File: config.mk
export PLATFORM = sky130hd
export DESIGN_NAME = ppm_port
export DESIGN_NICKNAME = d
export VERILOG_FILES = /design/src/ppm_buf2.v /design/src/ppm_port.v
export VERILOG_INCLUDE_DIRS = /design/src /design/src/src
export SDC_FILE = /design/constraint.sdc
export NUM_CORES = 1
export LEC_CHECK = 0
export BUFFER_PORTS_ARGS = -buffer_cell sky130_fd_sc_hd__clkbuf_2
export CELL_PAD_IN_SITES_DETAIL_PLACEMENT = 0
export CELL_PAD_IN_SITES_GLOBAL_PLACEMENT = 1
export CORE_ASPECT_RATIO = 1.75
export CORE_MARGIN = 3
export CORE_UTILIZATION = 40
export DETAILED_ROUTE_END_ITERATION = 16
export PLACE_DENSITY = 0.73
export SLEW_MARGIN = 15
export SYNTH_ARGS = -nofsm -noshare
export SYNTH_HDL_FRONTEND = slang
export SYNTH_HIERARCHICAL = 1
export SYNTH_SLANG_ARGS = --single-unit
File: constraint.sdc
create_clock -name sys_clk_i -period 11.6 [get_ports sys_clk_i]
set_input_delay 1.16 -clock sys_clk_i [delete_from_list [all_inputs] [get_ports sys_clk_i]]
set_output_delay 1.16 -clock sys_clk_i [all_outputs]
set_load 0.1 [all_outputs]
File: src/ppm_defs.vh
// Register offsets, field positions and timing counts of the parallel port
`ifndef PPM_DEFS_VH
`define PPM_DEFS_VH

`define PPM_OFS_MODE        4'h0
`define PPM_OFS_ADDR        4'h4
`define PPM_OFS_DATA        4'h8
`define PPM_OFS_STAT        4'hC

`define PPM_F_BUSY          15
`define PPM_F_IRQ_HI        14
`define PPM_F_IRQ_LO        13
`define PPM_F_INC_HI        12
`define PPM_F_INC_LO        11
`define PPM_F_WIDTH         10
`define PPM_F_MODE_HI       9
`define PPM_F_MODE_LO       8
`define PPM_F_SETUP_HI      7
`define PPM_F_SETUP_LO      6
`define PPM_F_STROBE_HI     5
`define PPM_F_STROBE_LO     2
`define PPM_F_END_HI        1
`define PPM_F_END_LO        0

`define PPM_MODE_RESET      15'h0000
`define PPM_ADDR_RESET      16'h0000

`define PPM_PM_LEGACY       2'h0
`define PPM_PM_ENH_SLAVE    2'h1
`define PPM_PM_MASTER2      2'h2
`define PPM_PM_MASTER1      2'h3

`define PPM_IRQ_NONE        2'h0
`define PPM_IRQ_CYCLE       2'h1
`define PPM_IRQ_BUF         2'h2

`define PPM_INC_NONE        2'h0
`define PPM_INC_UP          2'h1
`define PPM_INC_DOWN        2'h2
`define PPM_INC_BUF         2'h3

`define PPM_TPB_DIV         8'h02

`endif

File: src/ppm_buf2.v
// Two-entry valid/ready buffer for read data
`timescale 1ns/1ps
module ppm_buf2 #(
	parameter WIDTH = 16
) (
	input  wire             sys_clk_i, // System clock
	input  wire             rst_i,     // Async reset, high
	input  wire             in_valid_i, // Write side valid
	output wire             in_ready_o, // Write side ready
	input  wire [WIDTH-1:0] in_data_i,  // Write side data
	output wire             out_valid_o, // Read side valid
	input  wire             out_ready_i, // Read side ready
	output wire [WIDTH-1:0] out_data_o   // Read side data
);
	reg [WIDTH-1:0] mem [0:1];
	reg             wr_ptr;
	reg             rd_ptr;
	reg [1:0]       count;
	reg [WIDTH-1:0] rd_data;
	wire            push;
	wire            pop;

	assign in_ready_o  = (count != 2'h2);
	assign out_valid_o = (count != 2'h0);
	assign push        = in_valid_i & in_ready_o;
	assign pop         = out_valid_o & out_ready_i;
	assign out_data_o  = rd_data;

	always @(posedge sys_clk_i or posedge rst_i) begin
		if (rst_i) begin
			wr_ptr <= 1'b0;
			rd_ptr <= 1'b0;
			count  <= 2'h0;
		end else begin
			if (push)
				wr_ptr <= ~wr_ptr;
			if (pop)
				rd_ptr <= ~rd_ptr;
			if (push & ~pop)
				count <= count + 2'h1;
			else if (pop & ~push)
				count <= count - 2'h1;
		end
	end

	always @(posedge sys_clk_i) begin
		if (push)
			mem[wr_ptr] <= in_data_i;
	end

	// Registered head so read data comes from a flip-flop
	always @(posedge sys_clk_i or posedge rst_i) begin
		if (rst_i)
			rd_data <= {WIDTH{1'b0}};
		else if (pop & (count == 2'h2))
			rd_data <= mem[~rd_ptr];
		else if (push & ((count == 2'h0) | (pop & (count == 2'h1))))
			rd_data <= in_data_i;
	end
endmodule // ppm_buf2

File: src/ppm_port.v
// Parallel port with mode register, master strobe engine and slave side
`timescale 1ns/1ps
`include "ppm_defs.vh"

// Overview of operation
// - Busy bit 15 reads 1 during a master transfer, else 0.
// - Interrupt select 01 pulses at each master cycle end and at each slave strobe rise; 00 gives none.
// - Select 10 interrupts on buffer 3 access or slave address 11.
// - Step select 01 increments, 10 decrements, 00 holds the address.
// - Step select 11 auto-steps slave buffer pointers in legacy mode only.
// - Top two address bits used as chip selects never step.
// - Width bit picks one 16-bit or one 8-bit transfer per access.
// - Mode 11 master with direction and enable; 10 separate strobes.
// - Mode 01 enhanced slave with address; 00 legacy slave.
// - Upper eight data pins only take part in 16-bit mode.
// - Setup wait code 00..11 gives one to four bus clocks.
// - Strobe wait zero forces setup 0, end 1 write or 0 read.
// - Upper sixteen bits read zero; fields clear at reset.
module ppm_port #(
	parameter CS_ENABLE = 1'b1
) (
	input  wire        sys_clk_i,  // System clock, 125 MHz
	input  wire        rst_i,      // Async reset, high
	input  wire        wb_cyc_i,   // Wishbone cycle
	input  wire        wb_stb_i,   // Wishbone strobe
	input  wire        wb_we_i,    // Wishbone write
	input  wire [3:0]  wb_adr_i,   // Wishbone byte address
	input  wire [3:0]  wb_sel_i,   // Wishbone byte lanes
	input  wire [31:0] wb_dat_i,   // Wishbone write data
	output reg  [31:0] wb_dat_o,   // Wishbone read data
	output reg         wb_ack_o,   // Wishbone acknowledge
	output reg         irq_o,      // Port event pulse
	output reg  [13:0] port_address_lines_o, // Address pins
	output reg  [1:0]  port_chip_selects_o,  // Chip selects, high active
	output reg         read_strobe_o,  // Master read or direction line
	output reg         write_strobe_o, // Master write strobe
	output reg         enable_strobe_o, // Master enable strobe
	output reg  [15:0] port_data_lines_o,  // Data pins out
	output reg  [15:0] port_data_lines_oe, // Data pins enable
	input  wire [15:0] port_data_lines_i,  // Data pins in
	input  wire        slave_chip_select_in_i, // Slave select, high
	input  wire        slave_read_i,   // Slave read strobe, high
	input  wire        slave_write_i,  // Slave write strobe, high
	input  wire [1:0]  slave_addr_i    // Slave address inputs
);
	localparam ST_IDLE  = 3'h0;
	localparam ST_SETUP = 3'h1;
	localparam ST_STRB  = 3'h2;
	localparam ST_END   = 3'h3;
	localparam ST_DONE  = 3'h4;

	reg [14:0] mode;
	reg [15:0] addr;
	reg [2:0]  state;
	reg [3:0]  wcnt;
	reg        xfer_rd;
	reg [7:0]  div;
	reg        tick;
	reg        rd_push;
	reg [15:0] rd_word;
	reg        rd_pop;
	reg [7:0]  slv_buf [0:3];
	reg [1:0]  slv_ptr;
	reg [2:0]  s_cs;
	reg [2:0]  s_rd;
	reg [2:0]  s_wr;
	reg [1:0]  s_a0;
	reg [1:0]  s_a1;
	reg [1:0]  s_a2;
	reg [15:0] s_d0;
	reg [15:0] s_d1;
	reg [7:0]  slv_out;
	wire       rd_ready;
	wire       rd_valid;
	wire [15:0] rd_data;

	wire [1:0] irq_sel = mode[`PPM_F_IRQ_HI:`PPM_F_IRQ_LO];
	wire [1:0] inc_sel = mode[`PPM_F_INC_HI:`PPM_F_INC_LO];
	wire       wide    = mode[`PPM_F_WIDTH];
	wire [1:0] pmode   = mode[`PPM_F_MODE_HI:`PPM_F_MODE_LO];
	wire [1:0] w_setup = mode[`PPM_F_SETUP_HI:`PPM_F_SETUP_LO];
	wire [3:0] w_strb  = mode[`PPM_F_STROBE_HI:`PPM_F_STROBE_LO];
	wire [1:0] w_end   = mode[`PPM_F_END_HI:`PPM_F_END_LO];
	wire       master  = pmode[1];
	wire       busy    = (state != ST_IDLE);
	wire       req     = wb_cyc_i & wb_stb_i & ~wb_ack_o;
	wire       hit_data = req & (wb_adr_i == `PPM_OFS_DATA);
	// A read of the data register drains a word and starts a read; a write starts a write
	wire       start   = hit_data & master & ~busy & (wb_we_i | rd_ready);
	wire       s_rd_rise = s_rd[1] & ~s_rd[2] & s_cs[1];
	wire       s_wr_rise = s_wr[1] & ~s_wr[2] & s_cs[1];

	function [7:0] lane_mask;
		input [3:0] sel;
		input       hi;
		begin
			lane_mask = hi ? {{4{sel[1]}}, {4{sel[1]}}} :
				{{4{sel[0]}}, {4{sel[0]}}};
		end
	endfunction

	function [15:0] step_addr;
		input [15:0] a;
		input [1:0]  inc;
		input        cs;
		reg   [15:0] n;
		begin
			case (inc)
			`PPM_INC_UP:   n = a + 16'h0001;
			`PPM_INC_DOWN: n = a - 16'h0001;
			default:       n = a;
			endcase
			step_addr = cs ? {a[15:14], n[13:0]} : n;
		end
	endfunction

	// Peripheral bus clock enable
	always @(posedge sys_clk_i or posedge rst_i) begin
		if (rst_i) begin
			div  <= 8'h00;
			tick <= 1'b0;
		end else begin
			tick <= (div == `PPM_TPB_DIV - 8'h01);
			div  <= (div == `PPM_TPB_DIV - 8'h01) ? 8'h00 : div + 8'h01;
		end
	end

	// Pin synchronisers; stage 0 feeds stage 1 only
	always @(posedge sys_clk_i or posedge rst_i) begin
		if (rst_i) begin
			s_cs <= 3'h0;
			s_rd <= 3'h0;
			s_wr <= 3'h0;
			s_a0 <= 2'h0;
			s_a1 <= 2'h0;
			s_a2 <= 2'h0;
			s_d0 <= 16'h0000;
			s_d1 <= 16'h0000;
		end else begin
			s_cs <= {s_cs[1:0], slave_chip_select_in_i};
			s_rd <= {s_rd[1:0], slave_read_i};
			s_wr <= {s_wr[1:0], slave_write_i};
			s_a0 <= slave_addr_i;
			s_a1 <= s_a0;
			s_a2 <= s_a1;
			s_d0 <= port_data_lines_i;
			s_d1 <= s_d0;
		end
	end

	// Register bus, mode and master transfer engine
	always @(posedge sys_clk_i or posedge rst_i) begin
		if (rst_i) begin
			mode     <= `PPM_MODE_RESET;
			addr     <= `PPM_ADDR_RESET;
			wb_ack_o <= 1'b0;
			wb_dat_o <= 32'h00000000;
			state    <= ST_IDLE;
			wcnt     <= 4'h0;
			xfer_rd  <= 1'b0;
			slv_buf[0] <= 8'h00;
			slv_buf[1] <= 8'h00;
			slv_buf[2] <= 8'h00;
			slv_buf[3] <= 8'h00;
			rd_push  <= 1'b0;
			rd_word  <= 16'h0000;
			rd_pop   <= 1'b0;
			irq_o    <= 1'b0;
			slv_ptr  <= 2'h0;
			slv_out  <= 8'h00;
			read_strobe_o   <= 1'b0;
			write_strobe_o  <= 1'b0;
			enable_strobe_o <= 1'b0;
			port_address_lines_o <= 14'h0000;
			port_chip_selects_o  <= 2'h0;
			port_data_lines_o    <= 16'h0000;
			port_data_lines_oe   <= 16'h0000;
		end else begin
			wb_ack_o <= 1'b0;
			rd_push  <= 1'b0;
			rd_pop   <= 1'b0;
			irq_o    <= 1'b0;
			// Data access waits while master is busy or, on a read, while the read buffer is full
			if (req & (~hit_data | ~master | start)) begin
				wb_ack_o <= 1'b1;
				wb_dat_o <= 32'h00000000;
				case (wb_adr_i)
				`PPM_OFS_MODE: begin
					if (wb_we_i) begin
						if (wb_sel_i[0])
							mode[7:0] <= wb_dat_i[7:0];
						if (wb_sel_i[1])
							mode[14:8] <= wb_dat_i[14:8];
					end
					wb_dat_o[15:0] <= {busy, mode};
				end
				`PPM_OFS_ADDR: begin
					if (wb_we_i) begin
						if (wb_sel_i[0])
							addr[7:0] <= wb_dat_i[7:0];
						if (wb_sel_i[1])
							addr[15:8] <= wb_dat_i[15:8];
					end
					wb_dat_o[15:0] <= addr;
				end
				`PPM_OFS_DATA: begin
					if (master & ~wb_we_i) begin
						wb_dat_o[15:0] <= rd_valid ? rd_data : 16'h0000;
						rd_pop <= rd_valid;
					end else if (~master & wb_we_i) begin
						slv_buf[slv_ptr] <= wb_dat_i[7:0];
					end else if (~master) begin
						wb_dat_o[7:0] <= slv_buf[slv_ptr];
					end
				end
				`PPM_OFS_STAT:
					wb_dat_o[15:0] <= {13'h0000, rd_valid, slv_ptr};
				default:
					wb_dat_o <= 32'h00000000;
				endcase
				if (start) begin
					xfer_rd <= ~wb_we_i;
					state   <= ST_SETUP;
					wcnt <= (w_strb == 4'h0) ? 4'h0 : {2'h0, w_setup};
					port_address_lines_o <= addr[13:0];
					port_chip_selects_o <= CS_ENABLE ? addr[15:14] : 2'h0;
					read_strobe_o <= (pmode == `PPM_PM_MASTER1) & ~wb_we_i;
					if (wb_we_i) begin
						port_data_lines_o  <= {
							wb_dat_i[15:8] & lane_mask(wb_sel_i, 1'b1),
							wb_dat_i[7:0] & lane_mask(wb_sel_i, 1'b0)};
						port_data_lines_oe <= wide ? 16'hFFFF : 16'h00FF;
					end
				end
			end
			if (tick) begin
				case (state)
				// Idle must not fall to default: it would cancel a start
				ST_IDLE: begin
				end
				ST_SETUP: begin
					if (wcnt == 4'h0) begin
						state <= ST_STRB;
						wcnt  <= w_strb;
						if (pmode == `PPM_PM_MASTER1)
							enable_strobe_o <= 1'b1;
						else if (xfer_rd)
							read_strobe_o <= 1'b1;
						else
							write_strobe_o <= 1'b1;
					end else
						wcnt <= wcnt - 4'h1;
				end
				ST_STRB: begin
					if (wcnt == 4'h0) begin
						enable_strobe_o <= 1'b0;
						write_strobe_o  <= 1'b0;
						if (pmode != `PPM_PM_MASTER1)
							read_strobe_o <= 1'b0;
						rd_word <= wide ? s_d1 : {8'h00, s_d1[7:0]};
						state   <= ST_END;
						// end forced 1 write, 0 read
						wcnt <= (w_strb == 4'h0) ?
							(xfer_rd ? 4'h0 : 4'h1) : {2'h0, w_end};
					end else
						wcnt <= wcnt - 4'h1;
				end
				ST_END: begin
					if (wcnt == 4'h0) begin
						state              <= ST_DONE;
						port_data_lines_oe <= 16'h0000;
						read_strobe_o      <= 1'b0;
						rd_push            <= xfer_rd;
						addr <= step_addr(addr, inc_sel, CS_ENABLE);
						irq_o <= (irq_sel == `PPM_IRQ_CYCLE);
					end else
						wcnt <= wcnt - 4'h1;
				end
				ST_DONE:
					state <= ST_IDLE;
				default:
					state <= ST_IDLE;
				endcase
			end
			if (~master & (s_rd_rise | s_wr_rise)) begin
				if (s_wr_rise)
					slv_buf[(pmode == `PPM_PM_ENH_SLAVE) ? s_a1 : slv_ptr]
						<= s_d1[7:0];
				slv_out <= slv_buf[(pmode == `PPM_PM_ENH_SLAVE) ?
					s_a1 : slv_ptr];
				if ((pmode == `PPM_PM_LEGACY) & (inc_sel == `PPM_INC_BUF))
					slv_ptr <= slv_ptr + 2'h1;
				if (irq_sel == `PPM_IRQ_BUF)
					irq_o <= (pmode == `PPM_PM_ENH_SLAVE) ?
						(s_a1 == 2'h3) : (slv_ptr == 2'h3);
				else
					irq_o <= (irq_sel == `PPM_IRQ_CYCLE);
			end
			if (~master & s_cs[1] & s_rd[1]) begin
				port_data_lines_o  <= {8'h00, slv_out};
				port_data_lines_oe <= 16'h00FF;
			end else if (~master)
				port_data_lines_oe <= 16'h0000;
		end
	end

	ppm_buf2 #(
		.WIDTH(16)
	) u_rdbuf (
		.sys_clk_i  (sys_clk_i),
		.rst_i      (rst_i),
		.in_valid_i (rd_push),
		.in_ready_o (rd_ready),
		.in_data_i  (rd_word),
		.out_valid_o(rd_valid),
		.out_ready_i(rd_pop),
		.out_data_o (rd_data)
	);
endmodule // ppm_port

==> impl_metrics.json <==
{
  "die_x_um": 138,
  "synth_area_leaders": "dfrtp_1 49%, edfxtp_1 7.8%, mux2i_1 4.9%",
  "worst_setup_path_end_kind": "register",
  "worstPathArrival_ns": 3.42,
  "finalPower_mw": 2.25,
  "die_h_um": 238,
  "drive_above_1_share_pct": 21.2,
  "fillers": 2772,
  "hpwl_um": 22500,
  "synth_compound_area_share_pct": 12.4,
  "cts_tree": "done",
  "maxSlewHeadroom_pct": 31.6,
  "synth_mux_area_share_pct": 10.3,
  "antenna_cells": 0,
  "maxCapViolations": 0,
  "yosys_warnings": 6,
  "leakage_nw": 6.63,
  "synth-edff-count": 32,
  "io_buffers": 116,
  "avgViaCountPerCell": 5.43,
  "drc_errors": 0,
  "finalNonFillerCells": 1549,
  "synthArstFlopShare_pct": 88.3,
  "worstMarginPinSlew_ns": 1.03,
  "nNetsFinal": 1235,
  "antenna_found_initial": 0,
  "finalHoldViolations": 0,
  "cts_setup_buffers": 0,
  "synth_area_sq_um": 12300,
  "hold_end": "s_a1[1]",
  "cts_resized": 0,
  "rsz0062_at_grt": "false",
  "grt_usage_pct": 19.1,
  "yosysSeqAreaShare_pct": 57.1,
  "via_count": 8407,
  "cts_buffers": 26,
  "p_per_area_nw_per_um2": 161,
  "die-area_sq_um": 32900,
  "ioPinCount": 151,
  "fin_worst_skew_ns": 0.0258,
  "worstPathRequired_ns": 12.03,
  "initial_core_util_pct": 40.6,
  "max_freq_mhz": 334,
  "grt_pass1_wl_um": 49300,
  "utilization_pct": 46.2,
  "fin_crit_sh_pct": 25.8,
  "outcome": "finished clean",
  "r2r_start": "mode[9]",
  "synth.distinct_cells": 82,
  "grt_pass1_vias": 8560,
  "syn_area_per_cell_sq_um": 11.7,
  "worstSetupStartpointType": "register",
  "tns_ns": 0,
  "synth_flop_cell": "dfrtp_1",
  "first_pass_iters": 5,
  "overflow": 0,
  "dp.cells": 1502,
  "worstPathMaxFanout": 19,
  "h-tree-depth": 1,
  "hold_start": "s_a0[1]",
  "synth_top_family_by_area": "compound AO/OA/AOI/OAI gates",
  "synth.most_common_cell": "dfrtp_1",
  "syn2layout_area_growth_pct": 13.8,
  "synthTopCellsByCount": "241 x dfrtp_1, 114 x nand2_1, 77 x nor2_1, 60 x mux2i_1, 51 x o21ai_0",
  "cts-hold-fix-buffers": 0,
  "drt_iter0_drc": 634,
  "clkSlewWorstSetupHoldPaths_ns": 0.06,
  "gp_congestion": 0.875,
  "yosysTopAreaCell": "dfrtp_1",
  "critPathKind": "register to register",
  "cts_sinks": 273,
  "ant_nets": 0,
  "worstHoldPathCells": 0,
  "hold_path.class": "register to register",
  "drt_wl_total_um": 31600,
  "clk_latency_ns": 0.55,
  "synth_fa_ha_area_share_pct": 2.72,
  "fp-row-count": 84,
  "ys_seq_elements": 273,
  "synthXorXnorAreaFrac_pct": 1.43,
  "r2r_slack_ns": 8.61,
  "clk_path_buf_depth": 3,
  "grt_max_degree": 147,
  "yosys.area_share.simple_pct": 12.2,
  "ff2ff_path_depth": 4,
  "wl_per_cell_um": 20.4,
  "netlist_instances": 1044,
  "core_area_sq_um": 30200,
  "root_buffer": "clkbuf_16",
  "r2r_end": "slv_ptr[1]",
  "final-setup-viol-count": 0,
  "maxSlewViolCount": 0,
  "post-synth-top-area-fraction_pct": 49.2,
  "layout_min_cycle_time_ns": 2.99,
  "vdd_drop_max_mv": 0.0984
}
state kept, by name, summed over array words and instances (netlist names), 14 cells and up:
register,cells
u_rdbuf/out_data_o,16
port_data_lines_o,16
s_d1,16
port_data_lines_oe,16
rd_word,16
addr,16
s_d0,16
mode,15
slv_buf,32
wb_dat_o,16
u_rdbuf/mem,32
port_address_lines_o,14
per-layer routing:
layer  part of all wire [%]  up-vias  global-route usage (%)
met1                     39     4198                    22.3
met2                     52      212                    34.3
met3                    3.7       63                    2.27
met4                    5.3        0                    9.80
met5                      0        -                       0
li1                       -     3934                       -
power by group:
part / leakage [nW] / total [mW] / internal (mW) / switching (mW)
registers: 3.38 / 1.06 / 1.01 / 0.0455
logic: 2.82 / 0.315 / 0.0872 / 0.228
clock network: 0.438 / 0.873 / 0.507 / 0.366
total: 6.63 / 2.25 / 1.61 / 0.639
worst max-delay path: stages, from the launching register on:
cell	delay, ns
dfrtp_1	0.61
nor4bb_1	0.87
nor2_1	0.47
or4b_4	0.61
mux2_1	0.32
layout by cell type, fill, tap and decap left out, types with 7 or more instances in the layout:
cell type / instances
a21o_1: 8
a21oi_1: 49
a221o_1: 18
a222oi_1: 13
a22o_1: 9
a31oi_1: 13
and3_1: 13
clkbuf_16: 27
clkbuf_2: 116
clkinv_2: 7
conb_1: 16
dfrtp_1: 241
edfxtp_1: 32
ha_1: 25
inv_1: 22
mux2_2: 42
mux2i_1: 59
mux4_2: 8
nand2_1: 114
nand3_1: 34
nor2_1: 76
o21a_1: 20
o21ai_0: 51
o22ai_1: 11
xnor2_1: 12
xor2_1: 8
cell type report:
cell class | count | area [sq um] | share of cell area (%)
inverters | 25 | 101 | 0.727
multi-input cells | 695 | 4860 | 34.9
clock buffers | 33 | 718 | 5.15
flip-flops and latches | 273 | 6990 | 50.1
repair buffers | 122 | 626 | 4.49
well taps | 387 | 484 | 3.47
clock inverters | 14 | 163 | 1.17
logic make-up after synthesis:
logic type	count (synthesis)
AND/OR/NAND/NOR	298
flip-flops	273
AO/OA/AOI/OAI	224
multiplexers	111
buffers and inverters	91
adder cells (fa/ha/maj)	26
XOR/XNOR	20
other	1
per-stage QoR:
stage                     setup WS [ns]  cell area, sq um  hold WS [ns]
after floorplan                    4.39             12300         0.331
after global placement             8.21             13100         0.334
after detailed placement           8.17             13100         0.335
after CTS                          8.60             13900         0.348
after global routing               8.32             13900         0.353
final                              8.61             13900         0.346
worst max path at each step:
stage | startpoint | end | slack [ns] | cells past startpoint
2_1_floorplan | rst_i | addr[0] | 4.39 | 1
3_3_place_gp | wb_adr_i[2] | port_data_lines_o[9] | 8.21 | 6
3_5_place_dp | wb_adr_i[2] | port_data_lines_oe[3] | 8.17 | 6
4_1_cts | mode[9] | slv_buf[19] | 8.60 | 5
5_1_grt | mode[9] | slv_buf[19] | 8.32 | 5
6_report | mode[9] | slv_ptr[1] | 8.61 | 4
Note: power is estimated with default switching activity, not from simulation.
